`config.mk`:
```
export PLATFORM = sky130hd
export DESIGN_NAME = usr_top
export DESIGN_NICKNAME = d
export VERILOG_FILES = /design/src/rtl/usr_pkg.sv /design/src/rtl/usr_top.sv
export VERILOG_INCLUDE_DIRS = /design/src /design/src/rtl
export SDC_FILE = /design/constraint.sdc
export NUM_CORES = 1
export LEC_CHECK = 0
export BUFFER_PORTS_ARGS = -buffer_cell sky130_fd_sc_hd__buf_4
export CAP_MARGIN = 20
export CORE_UTILIZATION = 60
export DETAILED_ROUTE_END_ITERATION = 7
export GPL_ROUTABILITY_DRIVEN = 0
export HOLD_SLACK_MARGIN = 0.06
export PLACE_DENSITY = 0.79
export SLEW_MARGIN = 20
export SYNTH_ARGS = -nofsm -noshare
export SYNTH_HDL_FRONTEND = slang
export SYNTH_SLANG_ARGS = --single-unit
```
`constraint.sdc`:
```
create_clock -name aclk -period 3.77 [get_ports aclk]
set_input_delay 0.5655 -clock aclk [delete_from_list [all_inputs] [get_ports aclk]]
set_output_delay 0.5655 -clock aclk [all_outputs]
set_load 0.05 [all_outputs]
```
`src/rtl/usr_defs.svh`:
```
// Constants for the universal shift register block
`ifndef USR_DEFS_SVH
`define USR_DEFS_SVH

`define USR_ADDR_W 8
`define USR_ADDR_CTRL 8'h00
`define USR_ADDR_CMD 8'h04
`define USR_ADDR_STATUS 8'h08

`define USR_CTRL_SW_MODE 0
`define USR_CTRL_RST 1'b0

`define USR_ST_EMPTY 8
`define USR_ST_FULL 9
`define USR_ST_BUS_OE 10
`define USR_ST_SW_MODE 11
`define USR_ST_LEVEL_LSB 16

`define USR_RESP_OKAY 2'b00
`define USR_RESP_DECERR 2'b11

`define USR_SHREG_RST 8'h00
`define USR_FIFO_DEPTH 32
`define USR_CMD_BITS 12

`endif

```
`src/rtl/usr_pkg.sv`:
```
// Types shared by the universal shift register block
package usr_pkg;

   typedef enum logic [1:0] {
      MODE_HOLD = 2'b00,
      MODE_RIGHT = 2'b01,
      MODE_LEFT = 2'b10,
      MODE_LOAD = 2'b11
   } mode_t;

   typedef struct packed {
      mode_t mode;
      logic ser_left;
      logic ser_right;
      logic [7:0] data;
   } cmd_t;

endpackage

```
`src/rtl/usr_top.sv`:
```
// Universal 8-bit shift register with AXI4-Lite access and command FIFO
// Contract
// - Eight-bit register: shift right, left, load, hold
// - Changes only on shift clock rising edge
// - Master clear low forces all bits low
// - Master clear overrides modes and clock edges
// - Mode bits: 11 load, 01 right, 10 left, 00 hold
// - Load copies each bus line to same bit
// - Right shift: bit0 takes serial in, upward move
// - Left shift: bit7 takes serial in, downward move
// - Hold keeps contents regardless of clock
// - Either enable high releases all bus lines
// - Released bus never stops register activity
// - Both mode bits high also release bus
// - Bus lines are outputs and load inputs
// - Enabled, not loading: drive register onto bus
// - Bit0 and bit7 always on serial end outputs
//
// Design decisions made here: the placing of the registers and the AXI4-Lite register port.
`timescale 1ns/1ns
`include "usr_defs.svh"

module usr_fifo #(
   parameter int WIDTH = 12,
   parameter int DEPTH = 32
) (
   input wire logic aclk,
   input wire logic aresetn,
   input wire logic in_valid,
   output logic in_ready,
   input wire logic [WIDTH-1:0] in_data,
   output logic out_valid,
   input wire logic out_ready,
   output logic [WIDTH-1:0] out_data,
   output logic [$clog2(DEPTH+1)-1:0] level
);
   localparam int AW = $clog2(DEPTH);
   localparam int CW = $clog2(DEPTH+1);

   logic [WIDTH-1:0] mem [DEPTH];
   logic [AW-1:0] wr_ptr_reg;
   logic [AW-1:0] rd_ptr_reg;
   logic [CW-1:0] count_reg;
   logic push;
   logic pop;

   assign in_ready = count_reg != CW'(DEPTH);
   assign out_valid = count_reg != '0;
   assign out_data = mem[rd_ptr_reg];
   assign level = count_reg;
   assign push = in_valid && in_ready;
   assign pop = out_valid && out_ready;

   always_ff @(posedge aclk) begin
      if (push) begin
         mem[wr_ptr_reg] <= in_data;
      end
   end

   // Explicit wrap keeps non power-of-two depths honest
   always_ff @(posedge aclk) begin
      if (!aresetn) begin
         wr_ptr_reg <= '0;
      end else if (push) begin
         wr_ptr_reg <= (wr_ptr_reg == AW'(DEPTH - 1)) ? '0 : wr_ptr_reg + 1'b1;
      end
   end

   always_ff @(posedge aclk) begin
      if (!aresetn) begin
         rd_ptr_reg <= '0;
      end else if (pop) begin
         rd_ptr_reg <= (rd_ptr_reg == AW'(DEPTH - 1)) ? '0 : rd_ptr_reg + 1'b1;
      end
   end

   always_ff @(posedge aclk) begin
      if (!aresetn) begin
         count_reg <= '0;
      end else if (push && !pop) begin
         count_reg <= count_reg + 1'b1;
      end else if (pop && !push) begin
         count_reg <= count_reg - 1'b1;
      end
   end
endmodule

module usr_top
   import usr_pkg::*;
(
   input wire logic aclk,
   input wire logic aresetn,
   input wire logic [`USR_ADDR_W-1:0] s_axi_awaddr,
   input wire logic s_axi_awvalid,
   output logic s_axi_awready,
   input wire logic [31:0] s_axi_wdata,
   input wire logic [3:0] s_axi_wstrb,
   input wire logic s_axi_wvalid,
   output logic s_axi_wready,
   output logic [1:0] s_axi_bresp,
   output logic s_axi_bvalid,
   input wire logic s_axi_bready,
   input wire logic [`USR_ADDR_W-1:0] s_axi_araddr,
   input wire logic s_axi_arvalid,
   output logic s_axi_arready,
   output logic [31:0] s_axi_rdata,
   output logic [1:0] s_axi_rresp,
   output logic s_axi_rvalid,
   input wire logic s_axi_rready,
   input wire logic shift_clock,
   input wire logic master_clear_n,
   input wire logic mode_sel_bit0,
   input wire logic mode_sel_bit1,
   input wire logic ser_in_rightward,
   input wire logic ser_in_leftward,
   input wire logic bus_drive_en_n_a,
   input wire logic bus_drive_en_n_b,
   input wire logic [7:0] bus_in,
   output logic [7:0] bus_out,
   output logic bus_oe,
   output logic ser_end_out_first,
   output logic ser_end_out_last
);
   localparam int LW = $clog2(`USR_FIFO_DEPTH + 1);

   logic [7:0] shreg_reg;
   logic shift_clock_reg;
   logic bus_oe_reg;
   logic sw_mode_reg;
   logic awready_reg;
   logic wready_reg;
   logic bvalid_reg;
   logic [1:0] bresp_reg;
   logic [`USR_ADDR_W-1:0] awaddr_reg;
   logic [31:0] wdata_reg;
   logic arready_reg;
   logic rvalid_reg;
   logic [1:0] rresp_reg;
   logic [31:0] rdata_reg;

   logic rise;
   logic step;
   cmd_t pin_cmd;
   cmd_t fifo_cmd;
   cmd_t eff_cmd;
   logic [`USR_CMD_BITS-1:0] fifo_out_data;
   logic fifo_in_valid;
   logic fifo_in_ready;
   logic fifo_out_valid;
   logic fifo_out_ready;
   logic [LW-1:0] fifo_level;
   logic [31:0] wmask;
   logic wr_pending;
   logic wr_is_cmd;
   logic wr_go;
   logic [31:0] status_word;

   // Shift clock is a plain input; its rising edge is found by sampling
   assign rise = shift_clock && !shift_clock_reg;

   always_ff @(posedge aclk) begin
      // Seeded high so a clock already high at reset release is no edge
      if (!aresetn) begin
         shift_clock_reg <= 1'b1;
      end else begin
         shift_clock_reg <= shift_clock;
      end
   end

   assign pin_cmd.mode = mode_t'({mode_sel_bit1, mode_sel_bit0});
   assign pin_cmd.ser_left = ser_in_leftward;
   assign pin_cmd.ser_right = ser_in_rightward;
   assign pin_cmd.data = bus_in;
   assign fifo_cmd = cmd_t'(fifo_out_data);

   // Software mode takes mode, serial bits and load data from the FIFO;
   // the shift clock still paces every step. An empty FIFO means hold.
   assign eff_cmd = sw_mode_reg ? fifo_cmd : pin_cmd;
   assign step = rise && master_clear_n
      && (!sw_mode_reg || fifo_out_valid);
   assign fifo_out_ready = sw_mode_reg && rise && master_clear_n;

   always_ff @(posedge aclk) begin
      if (!aresetn) begin
         shreg_reg <= `USR_SHREG_RST;
      end else if (!master_clear_n) begin
         shreg_reg <= `USR_SHREG_RST;
      end else if (step) begin
         unique case (eff_cmd.mode)
            MODE_HOLD: begin
               shreg_reg <= shreg_reg;
            end
            MODE_RIGHT: begin
               shreg_reg <= {shreg_reg[6:0], eff_cmd.ser_right};
            end
            MODE_LEFT: begin
               shreg_reg <= {eff_cmd.ser_left, shreg_reg[7:1]};
            end
            MODE_LOAD: begin
               shreg_reg <= eff_cmd.data;
            end
         endcase
      end
   end

   // Driver enable follows the pins one clock later; the register keeps
   // running whatever the enable, so only the pin direction changes.
   always_ff @(posedge aclk) begin
      if (!aresetn) begin
         bus_oe_reg <= 1'b0;
      end else begin
         bus_oe_reg <= !bus_drive_en_n_a && !bus_drive_en_n_b
            && !(mode_sel_bit0 && mode_sel_bit1);
      end
   end

   assign bus_out = shreg_reg;
   assign bus_oe = bus_oe_reg;
   assign ser_end_out_first = shreg_reg[0];
   assign ser_end_out_last = shreg_reg[7];

   usr_fifo #(
      .WIDTH(`USR_CMD_BITS),
      .DEPTH(`USR_FIFO_DEPTH)
   ) cmd_fifo (
      .aclk(aclk),
      .aresetn(aresetn),
      .in_valid(fifo_in_valid),
      .in_ready(fifo_in_ready),
      .in_data(wdata_reg[`USR_CMD_BITS-1:0]),
      .out_valid(fifo_out_valid),
      .out_ready(fifo_out_ready),
      .out_data(fifo_out_data),
      .level(fifo_level)
   );

   genvar lane;
   generate
      for (lane = 0; lane < 4; lane++) begin : g_lane
         assign wmask[8*lane +: 8] = {8{s_axi_wstrb[lane]}};
      end
   endgenerate

   // Address and data are caught independently, in either order
   always_ff @(posedge aclk) begin
      if (!aresetn) begin
         awready_reg <= 1'b1;
         awaddr_reg <= '0;
      end else if (s_axi_awvalid && awready_reg) begin
         awready_reg <= 1'b0;
         awaddr_reg <= s_axi_awaddr;
      end else if (bvalid_reg && s_axi_bready) begin
         awready_reg <= 1'b1;
      end
   end

   always_ff @(posedge aclk) begin
      if (!aresetn) begin
         wready_reg <= 1'b1;
         wdata_reg <= '0;
      end else if (s_axi_wvalid && wready_reg) begin
         wready_reg <= 1'b0;
         wdata_reg <= s_axi_wdata & wmask;
      end else if (bvalid_reg && s_axi_bready) begin
         wready_reg <= 1'b1;
      end
   end

   assign wr_pending = !awready_reg && !wready_reg && !bvalid_reg;
   assign wr_is_cmd = awaddr_reg == `USR_ADDR_CMD;
   // A full FIFO holds the write response back, stalling the master
   assign fifo_in_valid = wr_pending && wr_is_cmd;
   assign wr_go = wr_pending && (!wr_is_cmd || fifo_in_ready);

   always_ff @(posedge aclk) begin
      if (!aresetn) begin
         bvalid_reg <= 1'b0;
         bresp_reg <= `USR_RESP_OKAY;
      end else if (wr_go) begin
         bvalid_reg <= 1'b1;
         if (awaddr_reg == `USR_ADDR_CTRL || wr_is_cmd
               || awaddr_reg == `USR_ADDR_STATUS) begin
            bresp_reg <= `USR_RESP_OKAY;
         end else begin
            bresp_reg <= `USR_RESP_DECERR;
         end
      end else if (bvalid_reg && s_axi_bready) begin
         bvalid_reg <= 1'b0;
      end
   end

   always_ff @(posedge aclk) begin
      if (!aresetn) begin
         sw_mode_reg <= `USR_CTRL_RST;
      end else if (wr_go && awaddr_reg == `USR_ADDR_CTRL
            && s_axi_wstrb[0]) begin
         sw_mode_reg <= wdata_reg[`USR_CTRL_SW_MODE];
      end
   end

   always_comb begin
      status_word = '0;
      status_word[7:0] = shreg_reg;
      status_word[`USR_ST_EMPTY] = !fifo_out_valid;
      status_word[`USR_ST_FULL] = !fifo_in_ready;
      status_word[`USR_ST_BUS_OE] = bus_oe_reg;
      status_word[`USR_ST_SW_MODE] = sw_mode_reg;
      status_word[`USR_ST_LEVEL_LSB +: LW] = fifo_level;
   end

   always_ff @(posedge aclk) begin
      if (!aresetn) begin
         arready_reg <= 1'b1;
         rvalid_reg <= 1'b0;
         rresp_reg <= `USR_RESP_OKAY;
         rdata_reg <= '0;
      end else if (s_axi_arvalid && arready_reg) begin
         arready_reg <= 1'b0;
         rvalid_reg <= 1'b1;
         rresp_reg <= `USR_RESP_OKAY;
         rdata_reg <= '0;
         if (s_axi_araddr == `USR_ADDR_CTRL) begin
            rdata_reg[`USR_CTRL_SW_MODE] <= sw_mode_reg;
         end else if (s_axi_araddr == `USR_ADDR_STATUS) begin
            rdata_reg <= status_word;
         end else if (s_axi_araddr != `USR_ADDR_CMD) begin
            rresp_reg <= `USR_RESP_DECERR;
         end
      end else if (rvalid_reg && s_axi_rready) begin
         arready_reg <= 1'b1;
         rvalid_reg <= 1'b0;
      end
   end

   assign s_axi_awready = awready_reg;
   assign s_axi_wready = wready_reg;
   assign s_axi_bvalid = bvalid_reg;
   assign s_axi_bresp = bresp_reg;
   assign s_axi_arready = arready_reg;
   assign s_axi_rvalid = rvalid_reg;
   assign s_axi_rresp = rresp_reg;
   assign s_axi_rdata = rdata_reg;
endmodule

```
After elaboration in Yosys (flattened, before gate mapping)
Memory sizes are Yosys's and may differ from the RTL's. A register that Yosys moved wholly into a read port is not among the register bits.
Index checks and enable logic that the tools add are counted.
{"block": "classes", "muxes": 26, "n_reduce_logical": 51, "bitwise_logic": 2, "eq_ne": 10, "n_addsub": 4}
{"operator": "two-way mux 31 bit", "count": 1}
{"operator": "case mux 8 bit (3 select lines)", "count": 1}
{"operator": "logical AND 1 bit", "count": 23}
{"operator": "two-way mux 22 bit", "count": 1}
{"operator": "two-way mux 5 bit", "count": 4}
{"operator": "== test 8 x 4 -> 1 bit (second input constant)", "count": 2}
{"operator": "logical NOT 8 bit", "count": 2}
{"operator": "logical NOT 1 bit", "count": 13}
{"operator": "bitwise AND 12 bit", "count": 1}
{"operator": "two-way mux 1 bit", "count": 12}
{"operator": "two-way mux 12 bit", "count": 1}
{"operator": "two-way mux 6 bit", "count": 2}
{"operator": "adder 5 x 1 -> 5 bit (second input constant)", "count": 2}
{"operator": "== test 5 bit (second input constant)", "count": 2}
{"operator": "nonzero test 2 bit", "count": 5}
{"operator": "== test 8 x 3 -> 1 bit (second input constant)", "count": 1}
{"operator": "two-way mux 2 bit", "count": 4}
{"operator": "!= test 8 x 3 -> 1 bit (second input constant)", "count": 1}
{"operator": "adder 6 x 1 -> 6 bit (second input constant)", "count": 1}
{"operator": "!= test 6 bit (second input constant)", "count": 1}
{"operator": "nonzero test 6 bit", "count": 1}
{"operator": "subtractor 6 x 1 -> 6 bit (second input constant)", "count": 1}
{"operator": "== test 2 bit (second input constant)", "count": 2}
{"operator": "logical OR 1 bit", "count": 4}
{"operator": "4 further kinds", "count": 5}
{"block": "totals", "input_bits": 75, "mem_count": 1, "ram_bits": 384, "wordCells": 111, "output_inout_bits": 52, "reg_bits": 88}
{"name": "cmd_fifo.mem", "depth": 32, "width": 12, "rd": 1, "rd_clocked_by_memory_dff": 1, "wr": 1, "line": "usr_top.sv:40", "rtl": "logic [WIDTH-1:0] mem [DEPTH];"}

Logic depth before layout (Yosys ltp)
Gate-level depths: netlist (run 1).
{"block": "logic_depth", "ltp_word": 9, "mapped_depth": 14}

By module
From an unflattened synthesis (run 1), not the netlist that was laid out.
{"block": "unflattened", "hier_cells": 1139, "area_unflattened_um2": 18490.2}
{"module": "usr_fifo", "instances": 1, "area_per_inst_um2": 16032.9, "seq_area_each_um2": 11951.5, "cells_each": 856}
{"module": "usr_top", "instances": 1, "area_per_inst_um2": 2457.4, "seq_area_each_um2": 1121.1, "cells_each": 283}

Worst setup path before layout (run 1)
OpenSTA, ideal clock, no wires.
{"block": "synth_path", "path_kind": "register to register", "from": "register awaddr_reg[7]", "to": "register cmd_fifo.count_reg[5], in the netlist cmd_fifo.level[5]", "arrival_ps": 3215, "t_required_ps": 3700, "synth_period_minus_slack_ps": 3285, "path_stages_with_launch": 15, "setup_time_ps": 70, "setup_slack_ps": 485, "cell_sequence": "dfxtp_1 > or4_1 > nor4_1 > nand4_1 > clkinv_1 > ha_1 > inv_1 > ha_1 > a21o_1 > a21oi_1 > o21bai_1 > a21oi_1 > xnor2_1 > or3_1 > a21oi_1"}
{"block": "synth_between", "elab_chain_cells": 6, "elab_cells_between_ends": 8}
{"item": "from (decl)", "line": "usr_top.sv:134", "rtl": "logic [`USR_ADDR_W-1:0] awaddr_reg;"}
{"item": "from (signal assigned)", "line": "usr_top.sv:251", "rtl": "awaddr_reg <= s_axi_awaddr;"}
{"item": "== test 8 x 3 -> 1 bit (no line) (*)"}
{"item": "logical AND 1 bit (*)", "line": "usr_top.sv:272", "rtl": "assign fifo_in_valid = wr_pending && wr_is_cmd;"}
{"item": "logical AND 1 bit (*)", "line": "usr_top.sv:51", "rtl": "assign push = in_valid && in_ready;"}
{"item": "net cmd_fifo.push", "line": "usr_top.sv:44", "rtl": "logic push;"}
{"item": "logical NOT 1 bit", "line": "usr_top.sv:82", "rtl": "end else if (pop && !push) begin"}
{"item": "logical AND 1 bit", "line": "usr_top.sv:82"}
{"item": "nonzero test 2 bit (no line)"}
{"item": "to (signal assigned)", "line": "usr_top.sv:81", "rtl": "count_reg <= count_reg + 1'b1;"}
{"item": "to (signal assigned)", "line": "usr_top.sv:83", "rtl": "count_reg <= count_reg - 1'b1;"}
{"item": "to (decl)", "line": "usr_top.sv:43", "rtl": "logic [CW-1:0] count_reg;"}
Mark *: on every way through the listed nets, which the timed path passes. The rest lies on a longest branch.
A chain may end at the register's enable or synchronous reset.

Final worst setup path (run 1)
Same ends and word-level chain as after synthesis.

==> out/results.md, run 1 <==
## Status
- result of the run: completed

## Timing
- Worst Clk Skew: 11.62 ps
- number of hold violations in the final report: 0
- worst slew slack as a fraction of its limit: 29.10%
- unrepaired setup endpoints after global routing: false
- Fmax achieved: 0.2768 GHz
- final-report setup violation count: 0
- total negative setup slack: 0 ps
- Worst Tran Pin Value: 1062 ps
- crit path time final: 3612 ps
- max-slew violation count: 0
- post-route fraction of the period consumed by the critical path: 95.81%

## Setup path
- element type at the critical path end: register
- cell occurring most often along the worst timing path: a21oi_1
- arrival time worst endpoint: 4080 ps
- CP bufs+invs: 2
- classification of the worst setup path: reg -> reg
- largest fanout of any net on the critical path: 8
- worst reg2reg setup slack: 160 ps
- Required @ worst endpoint: 4240 ps
- critical path launch point type: register
- depth of the most critical reg-to-reg path: 14
- delay of the slowest cell on the worst path: 590 ps
- CP max stage cell: or4_1
- R2R Path Start: awaddr_reg[7]$_SDFFE_PN0P_
- Crit path max-delay family: simple AND/OR/NAND/NOR gates
- critical path cell sequence: or4_1, nor4_2, nand4_1, clkinv_1, ha_1, inv_1, ha_1, a21o_1, a21oi_1, o21bai_1, a21oi_1, xnor2_1, or3_1, a21oi_1
- worst flop-to-flop path endpoint: cmd_fifo.level[5]$_SDFFE_PN0P_

## Yosys
- simple-gate area share of the yosys netlist: 5.798%
- post-synthesis instance area: 18,410 µm²
- largest cells by area after synthesis: edfxtp_1 (63%), mux4_2 (10%), dfxtp_1 (8.4%)
- area share of the leading cell type in the synthesized netlist: 62.65%
- list of most frequent post-synthesis cells: edfxtp_1 (384), mux4_2 (82), dfxtp_1 (77), nor2_1 (71), nand2_1 (61)
- count of flip-flops with a built-in enable after synthesis: 384
- Syn. warnings: 0
- most numerous cell in the Yosys netlist: edfxtp_1
- Async SR Flop Fraction: 0%
- number of standard cells after synthesis: 1,106
- dominant combinational cell family by area after synthesis: multiplexers
- mux share of post-synthesis cell area: 12.88%
- share of synthesized area occupied by flip-flops and latches: 71.02%
- cell type with the highest aggregate area in the netlist: edfxtp_1
- number of synthesized register bits: 461
- share of the synthesized area in compound gates (AO/OA/AOI/OAI): 6.410%
- synthesized-area fraction occupied by xor and xnor cells: 0.2379%
- top flip-flop cell by instance count after synthesis: edfxtp_1
- Distinct cells, synth: 56
- Mapped Avg Cell Area: 16.64 µm²
- Adder-Cell Fraction of Synth Area: 0.9245%

## Drt
- post-DR vias/cell: 6.328
- Routed Antenna Nets: 0
- DRC violation count after routing: 0
- First-pass DRT Iterations: 7
- total wire length after detailed routing: 41,660 µm
- WL per Instance: 25.11 µm
- detailed router's first-iteration violation count: 989
- vias post-DR: 10,500

## Hold path
- Hold Path Cell Cnt: 2
- worst hold path class: in -> reg
- sink of the worst hold path: bus_oe$_SDFF_PN0_
- Hold Path Origin: bus_drive_en_n_a

## Floorplanning
- Chip Width: 177.2 µm
- initial standard-cell utilization of the core: 61.61%
- Placeable Area: 29,870 µm²
- IO Count: 127
- die area: 31,380 µm²
- FP Rows: 63
- chip height: 177.2 µm

## Global route
- total routing usage reported by global routing: 27.29%
- total overflow reported by the global router: 0
- pin count of the biggest net entering global routing: 54
- wire length of the first global-routing pass: 62,080 µm
- initial antenna violation count: 1
- via count of the first global-routing pass: 10,340

## Clocking
- CTS Sinks: 461
- count of instances resized after the clock tree is built: 0
- master cell of the clock root buffer: clkbuf_16
- post-CTS setup buffers: 0
- TritonCTS clock tree: yes
- worst-skew pair later-pin latency: 550 ps
- maximum root-to-sink buffer count: 3
- hold_buf cts: 0
- number of buffers created by CTS: 46
- clk slew on worst S/H paths: 60 ps
- Clock H-tree levels: 2

## Final layout
- layout filler cell count: 1,836
- Sequential Area: 13,090 µm²
- layout cells sized above 1: 25.69%
- number of flip-flops in the largest register: 384
- area of the multi-input gates: 4897 µm²
- synthesis-to-finish area growth: 14.49%
- number of antenna diodes: 0
- number of nets in the final layout: 1,321

## Power
- Peak supply drop: 0.4933 mV
- post-layout total power: 9.998 mW
- Leak: 6.893 nW
- power density cells: 474.4 nW/µm²

## Flow run
- MaxCap Viol Count: 0

## Placed design
- port buffer count: 90
- detailed-placement wirelength estimate: 26,330 µm

## area by class of cell
type,count,area share [%]
clock buffers,63,6.074
clock inverters,21,0.5522
inverters,18,0.3206
multi-input cells,563,23.24
flip-flops and latches,461,62.11
well taps,390,2.315
repair buffers,143,5.391
## cell families (layout without fill, tap and decap cells)
group,after synthesis,in the layout
flops,461,461
simple gates,223,223
compound gates,175,175
mux,133,133
buf+inv,95,245
fa+ha+maj,13,13
xor+xnor,5,5
other cells,1,14
## report_power, final
| part | switching (mW) | leakage (nW) | total (mW) | internal (mW) |
|---|---|---|---|---|
| logic | 0.148 | 2.04 | 0.223 | 0.0753 |
| registers | 0.0538 | 4.16 | 5.56 | 5.51 |
| clock network | 1.83 | 0.689 | 4.21 | 2.38 |
| total | 2.03 | 6.89 | 10.0 | 7.97 |
## metal layers
metal | track usage (%) | up-vias | wire (µm)
li1 | - | 4595 | -
met4 | 10.38 | 2 | 1402
met1 | 37.11 | 5249 | 16120
met5 | 0 | - | 13
met3 | 6.486 | 100 | 4078
met2 | 43.08 | 552 | 20050
## worst reg2reg max path: stages, from the launching register on
cell and delay [ps]:
dfxtp_1 300, or4_1 590, nor4_2 260, nand4_1 210
clkinv_1 200, ha_1 210, inv_1 120, ha_1 310
a21o_1 200, a21oi_1 300, o21bai_1 120, a21oi_1 190
xnor2_1 100, or3_1 300, a21oi_1 140
## metrics by stage
| stage | setup slack, ps | hold WS [ps] | cells | cell area (µm²) | utilization (%) |
|---|---|---|---|---|---|
| 2_1_floorplan | 485.0 | 430.8 | 1119 | 18460 | - |
| 3_3_place_gp | 312.3 | 438.4 | 1575 | 19660 | 65.82 |
| 3_5_place_dp | 112.7 | 444.9 | 1575 | 19670 | 65.83 |
| 4_1_cts | 65.34 | 166.3 | 1659 | 21060 | 70.50 |
| 5_1_grt | 12.30 | 169.4 | 1659 | 21070 | 70.54 |
| 6_report | 157.9 | 177.8 | 1659 | 21070 | 70.54 |
## layout by cell type (no fill, tap or decap), types with 7 or more instances in the layout
cell type    n
nand2b_1    10
o21ai_0     22
clkinv_2     7
a22oi_1     33
buf_4      138
nor2b_1      7
a2111oi_2    7
nor3_1      15
mux2i_1     43
a211oi_1     9
mux4_2      82
conb_1      14
dfxtp_2      7
o22ai_1     20
o221ai_1    13
edfxtp_1   384
dfxtp_1     68
nand2_1     61
a21oi_1     57
inv_1       14
clkbuf_16   47
nand3_1     15
ha_1        12
mux2_2       7
clkinv_1    14
clkbuf_1     9
nor2_1      71
## worst max path at each step
| stage | slack, ps | from | endpoint | cells past startpoint |
|---|---|---|---|---|
| after floorplan | 490 | awaddr_reg[7]$_SDFFE_PN0P_ | cmd_fifo.level[5]$_SDFFE_PN0P_ | 14 |
| after CTS | 70 | awaddr_reg[7]$_SDFFE_PN0P_ | cmd_fifo.level[5]$_SDFFE_PN0P_ | 14 |
| after global placement | 310 | awaddr_reg[7]$_SDFFE_PN0P_ | cmd_fifo.level[5]$_SDFFE_PN0P_ | 14 |
| final | 160 | awaddr_reg[7]$_SDFFE_PN0P_ | cmd_fifo.level[5]$_SDFFE_PN0P_ | 14 |
| after detailed placement | 110 | awaddr_reg[7]$_SDFFE_PN0P_ | cmd_fifo.level[5]$_SDFFE_PN0P_ | 14 |
| after global routing | 10 | cmd_fifo.level[0]$_SDFFE_PN0P_ | cmd_fifo.level[5]$_SDFFE_PN0P_ | 14 |
Power figures use the tool's default switching activity.
==> run 2, diff against run 1 <==
BUFFER_PORTS_ARGS = -buffer_cell sky130_fd_sc_hd__buf_2   (was -buffer_cell sky130_fd_sc_hd__buf_4)
CORE_UTILIZATION = 65   (was 60)
PLACE_DENSITY = 0.85   (was 0.79)
clock period = 4.45 ns   (was 3.77 ns; I/O delays follow)
==> run 2 against run 1 <==
Compared with the run above: clock power is 20% lower; via count is 2.8% higher; first-iteration DRC count is 28% higher; critical path type unchanged; largest power group unchanged.
==> out/results.md, run 2 (synthesis results as in run 1) <==
## Setup path
- Required @ worst endpoint: 4920 ps, was 4240 ps
- element type at the critical path end: register, unchanged
- arrival time worst endpoint: 4590 ps, was 4080 ps
- depth of the most critical reg-to-reg path: 14, unchanged
- largest fanout of any net on the critical path: 8, unchanged
- classification of the worst setup path: reg -> reg, unchanged
- critical path launch point type: register, unchanged

## Clocking
- number of buffers created by CTS: 44, was 46
- post-CTS setup buffers: 0, unchanged
- count of instances resized after the clock tree is built: 0, unchanged
- Clock H-tree levels: 2, unchanged
- worst-skew pair later-pin latency: 560 ps, was 550 ps
- maximum root-to-sink buffer count: 3, unchanged
- CTS Sinks: 461, unchanged
- clk slew on worst S/H paths: 60 ps, about the same
- master cell of the clock root buffer: clkbuf_16, unchanged
- TritonCTS clock tree: yes, unchanged
- hold_buf cts: 0, unchanged

## Timing
- Fmax achieved: 0.2424 GHz, was 0.2768 GHz
- worst setup slack after layout: 323.9 ps, was 157.9 ps
- worst hold slack after final layout: 285.8 ps, was 177.8 ps
- number of hold violations in the final report: 0, unchanged
- crit path time final: 4126 ps, was 3612 ps
- Worst Tran Pin Value: 1086 ps, was 1062 ps
- final-report setup violation count: 0, unchanged
- worst slew slack as a fraction of its limit: 27.48%, was 29.10%
- Worst Clk Skew: 20.64 ps, was 11.62 ps
- total negative setup slack: 0 ps, unchanged
- post-route fraction of the period consumed by the critical path: 92.72%, was 95.81%
- unrepaired setup endpoints after global routing: false, unchanged
- max-slew violation count: 0, unchanged

## Power
- fraction of power spent switching nets: 20.42%, was 20.34%
- combinational fraction of design power: 2.1%, was 2.2%
- Peak supply drop: 0.3386 mV, was 0.4933 mV
- internal power of the cells: 6.566 mW, was 7.965 mW
- power density cells: 399.6 nW/µm², was 474.4 nW/µm²
- share of total power in the clock network: 40.8%, was 42.1%
- Leak: 6.776 nW, was 6.893 nW
- reported net switching power: 1.685 mW, was 2.033 mW
- sequential fraction of design power: 57.0%, was 55.6%
- post-layout total power: 8.250 mW, was 9.998 mW

## Final layout
- most common cell after layout, fill and taps aside: edfxtp_1, unchanged
- layout cells sized above 1: 24.96%, was 25.69%
- number of nets in the final layout: 1,316, was 1,321
- number of flip-flops in the largest register: 384, unchanged
- Finished Core Util: 74.12%, was 70.54%
- Post-Layout Cell Count: 1,637, was 1,659
- synthesis-to-finish area growth: 12.18%, was 14.49%
- area of all placed cells without fillers: 20,650 µm², was 21,070 µm²
- most frequent cells in the layout: edfxtp_1 (384), buf_2 (90), mux4_2 (82), nor2_1 (71), dfxtp_1 (68), was edfxtp_1 (384), buf_4 (138), mux4_2 (82), nor2_1 (71), dfxtp_1 (68)

## Drt
- Routed Antenna Nets: 0, unchanged
- total wire length after detailed routing: 41,730 µm, was 41,660 µm
- post-DR vias/cell: 6.594, was 6.328
- First-pass DRT Iterations: 6, was 7
- vias post-DR: 10,790, was 10,500
- detailed router's first-iteration violation count: 1,268, was 989
- DRC violation count after routing: 0, unchanged
- WL per Instance: 25.49 µm, was 25.11 µm

## Global route
- total routing usage reported by global routing: 29.49%, was 27.29%
- via count of the first global-routing pass: 10,360, was 10,340
- pin count of the biggest net entering global routing: 61, was 54
- wire length of the first global-routing pass: 61,490 µm, was 62,080 µm
- initial antenna violation count: 2, was 1
- total overflow reported by the global router: 0, unchanged

## Placed design
- worst slack after detailed placement: 611.3 ps, was 112.7 ps
- detailed-placement wirelength estimate: 25,740 µm, was 26,330 µm
- port buffer count: 90, unchanged
- instance area after placement: 19,360 µm², was 19,670 µm²
- number of placed instances, taps included: 1,559, was 1,575

## Floorplanning
- die area: 29,000 µm², was 31,380 µm²
- FP Rows: 61, was 63
- initial standard-cell utilization of the core: 66.07%, was 61.61%
- chip height: 170.3 µm, was 177.2 µm
- Placeable Area: 27,860 µm², was 29,870 µm²
- IO Count: 127, unchanged
- Chip Width: 170.3 µm, was 177.2 µm

## Hold path
- worst hold path class: in -> reg, unchanged
- Hold Path Cell Cnt: 2, unchanged

## Status
- result of the run: completed, unchanged

## Flow run
- MaxCap Viol Count: 0, unchanged

run 2: cell types whose count changed in the layout (fill, tap and decap cells not counted), sizes merged:
cell,before,now
clkinv,21,20
clkbuf,63,57
diode,0,1
clkinvlp,2,1
buf,143,140
run 2: area by class of cell:
cell class | instances | area [µm²]
Fill cell | 1568 | 7209
Clock buffer | 57 | 1171
Antenna cell | 1 | 2.502
Tap cell | 378 | 473.0
Inverter | 18 | 67.56
Clock inverter | 19 | 96.34
Sequential cell | 461 | 13090
Timing Repair Buffer | 140 | 858.3
Multi-Input combinational cell | 563 | 4891
run 2: critical path, cell delays in order, from the launching register on:
cell and delay [ps]:
dfxtp_1 310, or4_1 560, nor4_1 410, nand4_1 430
clkinv_1 310, ha_1 240, inv_1 140, ha_1 300
a21o_1 190, a21oi_1 240, o21bai_1 100, a21oi_1 220
xnor2_1 120, or3_1 320, a21oi_1 160
run 2: final timing paths:
kind	startpoint	end	slack [ps]
hold / removal	bus_drive_en_n_a	bus_oe$_SDFF_PN0_	290
hold reg to reg	awaddr_reg[4]$_SDFFE_PN0P_	awaddr_reg[4]$_SDFFE_PN0P_	460
setup reg to reg	awaddr_reg[7]$_SDFFE_PN0P_	cmd_fifo.level[5]$_SDFFE_PN0P_	320
setup / recovery	awaddr_reg[7]$_SDFFE_PN0P_	cmd_fifo.level[5]$_SDFFE_PN0P_	320
run 2: power groups by stage:
stage	combinational [mW]	sequential (mW)	clock, mW
after floorplan	0.104	4.81	0
after global placement	0.167	4.80	0
after detailed placement	0.171	4.80	0
after CTS	0.172	4.71	3.38
after global routing	0.190	4.71	3.54
final	0.177	4.71	3.37
run 2: metal layers:
layer / part of all wire [%] / GRT usage (%) / vias up
li1: - / - / 4581
met1: 39 / 42.08 / 5391
met2: 48 / 46.79 / 711
met3: 9.9 / 4.488 / 109
met4: 3.3 / 10.89 / 2
met5: 0.031 / 0 / -
